File: src/core/llst_cfg.svh
/*
 * Constants of the link-layer sleep timer control registers: addresses,
 * field positions, reset values and the low-power tick count.
 * Assumes inclusion by bare name from the sequencer and register design files.
 */
`ifndef LLST_CFG_SVH
`define LLST_CFG_SVH
// ----------------------------------------
// Register map
// ----------------------------------------
`define LLST_ADDR_CTRL 32'h5000_3308
`define LLST_ADDR_TIMER 32'h5000_330A
// ----------------------------------------
// Field positions
// ----------------------------------------
`define LLST_CTRL_WAKE_REQ 0
`define LLST_CTRL_IRQ 2
`define LLST_CTRL_PRIO 4
`define LLST_CTRL_SEL_LO 5
`define LLST_CTRL_SEL_HI 6
`define LLST_TIMER_MSB 9
`define LLST_TIME_HI_MSB 18
`define LLST_TIME_HI_LSB 10
// ----------------------------------------
// Reset values and selector codes
// ----------------------------------------
`define LLST_RST_WORD 16'h0000
`define LLST_RST_STORE 10'h000
`define LLST_RST_SEL 2'h0
`define LLST_SEL_STORE 2'h0
`define LLST_SEL_DUR 2'h1
`define LLST_SEL_TIME_LO 2'h2
`define LLST_SEL_TIME_HI 2'h3
// ----------------------------------------
// Timing
// ----------------------------------------
`define LLST_WAKE_LP_TICKS 3'h4
`endif

File: src/core/llst_pkg.sv
/*
 * Types shared by the sleep timer control register files.
 * Assumes the configuration header is compiled alongside.
 */
`default_nettype none
package llst_pkg;
   typedef logic [15:0] llst_word_t;
   typedef logic [9:0] llst_fine_t;
   typedef logic [1:0] llst_sel_t;
   typedef enum logic [1:0] {WS_IDLE, WS_COUNT, WS_FIRE} llst_wake_e;
endpackage
`default_nettype wire

File: src/core/llst_bus_arb.sv
/*
 * Processor/DMA system bus arbiter steered by the priority bit.
 * Assumes requests synchronous to clock; grants are registered.
 */
`timescale 1ns/100ps
`default_nettype none
module llst_bus_arb (
   input wire logic clock,
   input wire logic arst_n,
   input wire logic clk_en,
   input wire logic prio_dma,
   input wire logic cpu_req,
   input wire logic dma_req,
   output logic cpu_gnt_q,
   output logic dma_gnt_q
);
   logic cpu_gnt_d;
   logic dma_gnt_d;
   assign cpu_gnt_d = cpu_req && !(dma_req && prio_dma);
   assign dma_gnt_d = dma_req && !(cpu_req && !prio_dma);
   always_ff @(posedge clock or negedge arst_n) begin
      if (!arst_n) begin
         cpu_gnt_q <= 1'b0;
         dma_gnt_q <= 1'b0;
      end else if (clk_en) begin
         cpu_gnt_q <= cpu_gnt_d;
         dma_gnt_q <= dma_gnt_d;
      end
   end
endmodule // llst_bus_arb
`default_nettype wire

File: src/core/llst_wake_seq.sv
/*
 * Wake-up interrupt sequencer counting low-power clock ticks.
 * Assumes lp_tick is a one-cycle pulse per low-power clock period.
 */
`timescale 1ns/100ps
`default_nettype none
`include "llst_cfg.svh"
module llst_wake_seq (
   input wire logic clock,
   input wire logic arst_n,
   input wire logic clk_en,
   input wire logic lp_tick,
   input wire logic wake_req,
   input wire logic deep_sleep,
   output logic wake_irq_q
);
   llst_pkg::llst_wake_e state_q;
   llst_pkg::llst_wake_e state_d;
   logic [2:0] cnt_q;
   logic [2:0] cnt_d;
   logic last_tick;
   // Count to four edges: the request lands mid-period, giving 3 to 4 periods
   assign last_tick = lp_tick && (cnt_q == `LLST_WAKE_LP_TICKS - 3'h1);
   always_comb begin
      state_d = state_q;
      cnt_d = cnt_q;
      case (state_q)
         llst_pkg::WS_IDLE: begin
            cnt_d = 3'h0;
            if (wake_req && deep_sleep) state_d = llst_pkg::WS_COUNT;
         end
         llst_pkg::WS_COUNT: begin
            if (!deep_sleep) state_d = llst_pkg::WS_IDLE;
            else if (last_tick) state_d = llst_pkg::WS_FIRE;
            else if (lp_tick) cnt_d = cnt_q + 3'h1;
         end
         llst_pkg::WS_FIRE: begin
            // Level held until the core leaves deep sleep
            if (!deep_sleep) state_d = llst_pkg::WS_IDLE;
         end
         default: state_d = llst_pkg::WS_IDLE;
      endcase
   end
   always_ff @(posedge clock or negedge arst_n) begin
      if (!arst_n) begin
         state_q <= llst_pkg::WS_IDLE;
         cnt_q <= 3'h0;
         wake_irq_q <= 1'b0;
      end else if (clk_en) begin
         state_q <= state_d;
         cnt_q <= cnt_d;
         wake_irq_q <= (state_d == llst_pkg::WS_FIRE);
      end
   end
endmodule // llst_wake_seq
`default_nettype wire

File: src/core/llst_regs.sv
/*
 * General control and sleep timer data registers beside the link-layer
 * sleep logic, with bus arbiter and wake-up sequencer.
 * Assumes a plain register port whose read data follow one cycle later,
 * and link-layer signals synchronous to clock.
 */
// The strobed register port was chosen for this implementation.
`timescale 1ns/100ps
`default_nettype none
`include "llst_cfg.svh"
module llst_regs (
   input wire logic clock,
   input wire logic arst_n,
   input wire logic clk_en,
   input wire logic [31:0] addr,
   input wire logic [15:0] wdata,
   input wire logic wr_stb,
   input wire logic rd_stb,
   output logic [15:0] rdata_q,
   input wire logic cpu_req,
   input wire logic dma_req,
   output logic cpu_gnt_q,
   output logic dma_gnt_q,
   output logic bus_priority_select,
   output logic ll_wake_request,
   output logic ll_wake_irq_level,
   input wire logic lp_tick,
   input wire logic ll_deep_sleep,
   input wire logic ll_sleep_entry,
   input wire logic ll_wake_seq,
   input wire logic [9:0] ll_fine_counter,
   output logic ll_fine_load_q,
   output logic [9:0] ll_fine_value_q,
   input wire logic [9:0] deep_sleep_dur,
   input wire logic [18:0] deep_sleep_time_samp,
   input wire logic deep_sleep_stat_monitor
);
   // ----------------------------------------
   // Address decode
   // ----------------------------------------
   function automatic logic hit(input logic [31:0] a, input logic [31:0] base);
      hit = (a == base);
   endfunction

   logic sel_ctrl;
   logic sel_timer;
   logic wr_ctrl;
   logic wr_timer;
   logic rd_any;
   assign sel_ctrl = hit(addr, `LLST_ADDR_CTRL);
   assign sel_timer = hit(addr, `LLST_ADDR_TIMER);
   assign wr_ctrl = wr_stb && sel_ctrl;
   assign wr_timer = wr_stb && sel_timer;
   assign rd_any = rd_stb;

   // ----------------------------------------
   // General control register
   // ----------------------------------------
   logic wake_req_q;
   logic wake_req_d;
   logic prio_q;
   logic prio_d;
   llst_pkg::llst_sel_t rb_sel_q;
   llst_pkg::llst_sel_t rb_sel_d;
   logic wake_irq;

   assign wake_req_d = wr_ctrl ? wdata[`LLST_CTRL_WAKE_REQ] : wake_req_q;
   assign prio_d = wr_ctrl ? wdata[`LLST_CTRL_PRIO] : prio_q;
   assign rb_sel_d = wr_ctrl ? wdata[`LLST_CTRL_SEL_HI:`LLST_CTRL_SEL_LO] : rb_sel_q;

   always_ff @(posedge clock or negedge arst_n) begin
      if (!arst_n) begin
         wake_req_q <= 1'b0;
         prio_q <= 1'b0;
         rb_sel_q <= `LLST_RST_SEL;
      end else if (clk_en) begin
         wake_req_q <= wake_req_d;
         prio_q <= prio_d;
         rb_sel_q <= rb_sel_d;
      end
   end

   assign bus_priority_select = prio_q;
   assign ll_wake_request = wake_req_q;
   assign ll_wake_irq_level = wake_irq;

   // Bit 2 mirrors the live interrupt; bits 1, 3 and 15:7 read zero
   llst_pkg::llst_word_t ctrl_word;
   always_comb begin
      ctrl_word = `LLST_RST_WORD;
      ctrl_word[`LLST_CTRL_WAKE_REQ] = wake_req_q;
      ctrl_word[`LLST_CTRL_IRQ] = wake_irq;
      ctrl_word[`LLST_CTRL_PRIO] = prio_q;
      ctrl_word[`LLST_CTRL_SEL_HI:`LLST_CTRL_SEL_LO] = rb_sel_q;
   end

   // ----------------------------------------
   // Fine count store, always-on domain
   // ----------------------------------------
   llst_pkg::llst_fine_t store_q;
   llst_pkg::llst_fine_t store_d;

   // Hardware sample wins over a software write in the same cycle, so the
   // snapshot taken on sleep entry is never lost. Writes ignore the selector.
   assign store_d = ll_sleep_entry ? ll_fine_counter :
                    wr_timer ? wdata[`LLST_TIMER_MSB:0] :
                    store_q;

   always_ff @(posedge clock or negedge arst_n) begin
      if (!arst_n) begin
         store_q <= `LLST_RST_STORE;
      end else if (clk_en) begin
         store_q <= store_d;
      end
   end

   // ----------------------------------------
   // Restore into the link-layer fine counter
   // ----------------------------------------
   // The core only sees the store through this load, taken at wake-up;
   // a write while awake is overwritten by the next sleep entry.
   logic load_d;
   llst_pkg::llst_fine_t value_d;
   assign load_d = ll_wake_seq;
   assign value_d = ll_wake_seq ? store_q : ll_fine_value_q;

   always_ff @(posedge clock or negedge arst_n) begin
      if (!arst_n) begin
         ll_fine_load_q <= 1'b0;
         ll_fine_value_q <= `LLST_RST_STORE;
      end else if (clk_en) begin
         ll_fine_load_q <= load_d;
         ll_fine_value_q <= value_d;
      end
   end

   // ----------------------------------------
   // Timer data readback selection
   // ----------------------------------------
   llst_pkg::llst_fine_t timer_rb;
   llst_pkg::llst_word_t timer_word;
   llst_pkg::llst_fine_t time_hi;
   assign time_hi = {deep_sleep_stat_monitor,
                     deep_sleep_time_samp[`LLST_TIME_HI_MSB:`LLST_TIME_HI_LSB]};

   always_comb begin
      case (rb_sel_q)
         `LLST_SEL_STORE: timer_rb = store_q;
         `LLST_SEL_DUR: timer_rb = deep_sleep_dur;
         `LLST_SEL_TIME_LO: timer_rb = deep_sleep_time_samp[`LLST_TIMER_MSB:0];
         `LLST_SEL_TIME_HI: timer_rb = time_hi;
         default: timer_rb = store_q;
      endcase
   end

   // Zero-extend through a generate loop so bits 15:10 stay reserved
   genvar gi;
   generate
      for (gi = 0; gi < 16; gi = gi + 1) begin : g_timer_word
         if (gi <= `LLST_TIMER_MSB) begin : g_data
            assign timer_word[gi] = timer_rb[gi];
         end else begin : g_rsvd
            assign timer_word[gi] = 1'b0;
         end
      end
   endgenerate

   // ----------------------------------------
   // Read data port
   // ----------------------------------------
   // Data stand only in the cycle after the strobe; unmapped reads give zero
   llst_pkg::llst_word_t rd_mux;
   llst_pkg::llst_word_t rdata_d;
   assign rd_mux = sel_ctrl ? ctrl_word :
                   sel_timer ? timer_word :
                   `LLST_RST_WORD;
   assign rdata_d = rd_any ? rd_mux : `LLST_RST_WORD;

   always_ff @(posedge clock or negedge arst_n) begin
      if (!arst_n) begin
         rdata_q <= `LLST_RST_WORD;
      end else if (clk_en) begin
         rdata_q <= rdata_d;
      end
   end

   // ----------------------------------------
   // Bus arbiter and wake-up sequencer
   // ----------------------------------------
   llst_bus_arb i_llst_bus_arb (
      .clock(clock),
      .arst_n(arst_n),
      .clk_en(clk_en),
      .prio_dma(prio_q),
      .cpu_req(cpu_req),
      .dma_req(dma_req),
      .cpu_gnt_q(cpu_gnt_q),
      .dma_gnt_q(dma_gnt_q)
   );

   // Holding the request for a low-power period is left to software;
   // the sequencer latches the start so a short pulse still counts.
   llst_wake_seq i_llst_wake_seq (
      .clock(clock),
      .arst_n(arst_n),
      .clk_en(clk_en),
      .lp_tick(lp_tick),
      .wake_req(wake_req_q),
      .deep_sleep(ll_deep_sleep),
      .wake_irq_q(wake_irq)
   );
endmodule // llst_regs
`default_nettype wire

File: config.mk
export PLATFORM = sky130hd
export DESIGN_NAME = llst_regs
export DESIGN_NICKNAME = d
export VERILOG_FILES = /design/src/core/llst_pkg.sv /design/src/core/llst_bus_arb.sv /design/src/core/llst_wake_seq.sv /design/src/core/llst_regs.sv
export VERILOG_INCLUDE_DIRS = /design/src /design/src/core
export SDC_FILE = /design/constraint.sdc
export NUM_CORES = 1
export LEC_CHECK = 0
export BUFFER_PORTS_ARGS = -buffer_cell sky130_fd_sc_hd__buf_2
export CELL_PAD_IN_SITES_DETAIL_PLACEMENT = 1
export CELL_PAD_IN_SITES_GLOBAL_PLACEMENT = 2
export CORE_ASPECT_RATIO = 0.6
export CORE_MARGIN = 2
export CORE_UTILIZATION = 23
export CTS_CLUSTER_DIAMETER = 40
export CTS_CLUSTER_SIZE = 14
export DETAILED_ROUTE_END_ITERATION = 8
export GPL_TIMING_DRIVEN = 1
export PLACE_DENSITY = 0.8
export SLEW_MARGIN = 5
export SYNTH_ARGS = -nofsm -noshare
export SYNTH_HDL_FRONTEND = slang
export SYNTH_SLANG_ARGS = --single-unit
File: constraint.sdc
create_clock -name clock -period 1.8 [get_ports clock]
set_clock_uncertainty 0.05 [all_clocks]
set_input_delay 0.09 -clock clock [delete_from_list [all_inputs] [get_ports clock]]
set_output_delay 0.09 -clock clock [all_outputs]
set_load 0.1 [all_outputs]
==> impl_metrics.csv <==
group,metric,value,unit
critical_path,worstPathCellList,"buf_2 -> or4b_4 -> or4_4 -> or4_1 -> nand3_1",
drt,ant_nets,0,
placement,gp_congestion,0.792,
critical_path,crit_path_top_delay_cell,"or4_4",
power,powerDensity,753,nW/µm²
synthesis,synth_area_per_cell,9.16,µm²
global_route,grt_pass1_wl,14200,µm
critical_path,worst_r2r_endpoint,"i_llst_wake_seq.cnt_q[0]$_DFFE_PN0P_",
synthesis,synth_area,2660,µm²
drt,drcViolationCount,0,
job,maxCapViolCount,0,
timing,period_share,0.980,
drt,drt_iter0_drc,78,
critical_path,cp.arrival,1940,ps
synthesis,async_flop_share,1.00,
global_route,grt_pass1_vias,2756,
outcome,status,"finished clean",
synthesis,synth_edf_count,0,
clock_tree,numCtsBuffers,5,
layout,layout_common_cells,"118 x buf_2, 43 x dfrtp_1, 36 x o21ai_0, 34 x inv_1, 27 x nand2_1",
layout,fillers,1339,
layout,drive_above_1_share,0.406,
global_route,track_usage,0.148,
placement,place.port_buffers,118,
global_route,antenna_found_initial,0,
critical_path,crit_fanout,10,
timing,relSlewSlack,0.626,
power,p_leak,1.71,nW
clock_tree,cts_root_buf,"clkbuf_16",
placement,dpl_worst_slack,-326,ps
drt,routed_wl,9030,µm
global_route,grt_max_degree,39,
hold_path,min_path_type,"in -> reg",
critical_path,rrSetupSlack,140,ps
critical_path,critical_path_depth,5,
timing,final_max_slew_viol_count,0,
clock_tree,clk_path_buf_depth,2,
timing,rsz0062_at_grt,"no",
floorplan,fp.dieH,87.2,µm
synthesis,ys_types,37,
floorplan,initial_utilization,0.236,
critical_path,crit_path_start,"addr[0]",
timing,hold_viol,0,
critical_path,worst-path-buf-inv,1,
synthesis,yosysWarnings,0,
placement,hpwl,7080,µm
critical_path,reg2reg_from,"i_llst_wake_seq.cnt_q[0]$_DFFE_PN0P_",
floorplan,die_width,143,µm
layout,diodes,0,
critical_path,path_class,"in -> reg",
timing,finalSetupViolCount,0,
global_route,overflow,0,
floorplan,dieArea,12400,µm²
timing,fmax,0.567,GHz
critical_path,cp-start-kind,"input port",
drt,dr.pass1.iters,4,
synthesis,synth-main-ff-cell,"dfrtp_1",
critical_path,reg2reg_depth,5,
synthesis,postSynthCellCount,290,
floorplan,ioPinCount,131,
critical_path,cp.required,1970,ps
critical_path,cpPeakStageDelay,620,ps
drt,vias,2651,
drt,via_per_inst,4.78,
layout,syn2layout_area_growth,35.4,%
timing,min_period,1760,ps
floorplan,core-area,11300,µm²
layout,final_common_cell,"buf_2",
clock_tree,htreeDepth,2,
clock_tree,clkTransAtPathRegs,60,ps
power,ir_drop,0.000309,V
layout,final_nets,511,
synthesis,seq_area_frac_synth,0.405,
critical_path,crit_path_end_kind,"register",
clock_tree,cts_tree,"yes",
clock_tree,clock_sinks,43,
clock_tree,clk_latency,290,ps
critical_path,critPathCapture,"store_q[7]$_DFFE_PN0P_",
timing,fin_ws,35.4,ps
critical_path,crit_family,"simple AND/OR/NAND/NOR gates",
timing,timing.hold.ws,5.41,ps
drt,avgRoutedWirePerCell,16.3,µm
timing,worst_pin_slew,561,ps
synthesis,synth_seq_cells,43,
floorplan,rows,30,
## flip-flops by register name, summed over array words and instances, names as in the netlist
| register | flops |
|---|---|
| ll_fine_value_q | 10 |
| rdata_q | 10 |
| store_q | 10 |
| i_llst_wake_seq.cnt_q | 3 |
| i_llst_wake_seq.state_q | 2 |
| rb_sel_q | 2 |
| bus_priority_select | 1 |
| i_llst_bus_arb.cpu_gnt_q | 1 |
| i_llst_bus_arb.dma_gnt_q | 1 |
| i_llst_wake_seq.wake_irq_q | 1 |
| ll_fine_load_q | 1 |
| ll_wake_request | 1 |
## worst register-to-register path, delay by kind of cell, from the launching register on
kind            cells  cell delay [ps]
fa+ha+maj           2              410
flops               1              400
mux                 1              340
simple gates        1              210
compound gates      1              140
## metal layers
| layer | part of all wire | vias to the layer above | track usage |
|---|---|---|---|
| li1 | - | 1266 | - |
| met5 | 0 | - | 0 |
| met4 | 0.0070 | 0 | 0.0288 |
| met1 | 0.49 | 1303 | 0.206 |
| met2 | 0.46 | 74 | 0.238 |
| met3 | 0.049 | 8 | 0.0324 |
## area by class of cell
class | instances | area, µm² | area share
timing repair buffer | 133 | 721 | 0.200
inverter | 34 | 128 | 0.0355
clock buffer | 7 | 133 | 0.0369
sequential | 43 | 1080 | 0.299
multi-input combinational | 193 | 1350 | 0.376
tap | 144 | 180 | 0.0501
clock inverter | 1 | 5.00 | 0.00139
## power by group
part / total [W] / internal (W) / switching (W)
combinational: 0.000758 / 0.000207 / 0.000550
sequential: 0.00106 / 0.00102 / 0.0000367
clock: 0.000891 / 0.000514 / 0.000377
total: 0.00271 / 0.00174 / 0.000964
## per-stage QoR
step | power (W) | utilization | TNS, ps | instance area (µm²) | cells
2_1_floorplan | 0.00160 | - | -736 | 2680 | 295
3_3_place_gp | 0.00182 | 0.304 | -3090 | 3430 | 544
3_5_place_dp | 0.00184 | 0.304 | -3850 | 3430 | 544
4_1_cts | 0.00274 | 0.319 | 0 | 3600 | 555
5_1_grt | 0.00284 | 0.319 | 0 | 3600 | 555
6_report | 0.00271 | 0.319 | 0 | 3600 | 555
## worst min-delay path by stage
stage	start	endpoint	cells after the start
6_report	wdata[5]	rb_sel_q[0]$_DFFE_PN0P_	2
5_1_grt	wdata[5]	rb_sel_q[0]$_DFFE_PN0P_	2
4_1_cts	wdata[5]	rb_sel_q[0]$_DFFE_PN0P_	2
3_5_place_dp	arst_n	ll_fine_load_q$_DFFE_PN0P_	1
3_3_place_gp	arst_n	ll_fine_load_q$_DFFE_PN0P_	1
2_1_floorplan	arst_n	bus_priority_select$_DFFE_PN0P_	0
## repair_timing
item / 4_1_cts / 5_1_grt
gates resized for setup: 1 / 0
setup endpoints to repair: 1 / 1
setup buffers: 0 / 0
hold endpoints to repair: 16 / 0
pin swaps: 1 / 2
cloned: 1 / 0
hold buffers: 2 / 0
## cell usage after synthesis, types with 4 or more instances
cell       n  share of area
or4_1     10          0.028
a21oi_1   10          0.019
mux2_2    15          0.064
buf_1      4         0.0057
inv_1     34          0.048
o21ai_0   36          0.068
nand2_1   27          0.038
a22oi_1    5          0.014
mux4_2    10          0.085
o22ai_1   11          0.026
dfrtp_1   43           0.41
nand3_1   22          0.041
buf_4      6          0.017
clkbuf_1  15          0.021
nor2_1    10          0.014
## cell families after synthesis
kind of cell,Yosys count,synth area share
muxes,28,0.160
DFF,43,0.405
and+or+nand+nor,91,0.192
adders and majority gates,2,0.00942
other,1,0.00141
AOI/OAI and AO/OA,65,0.136
buffers and inverters,60,0.0961
No activity file was read; power rests on OpenSTA's default activity.
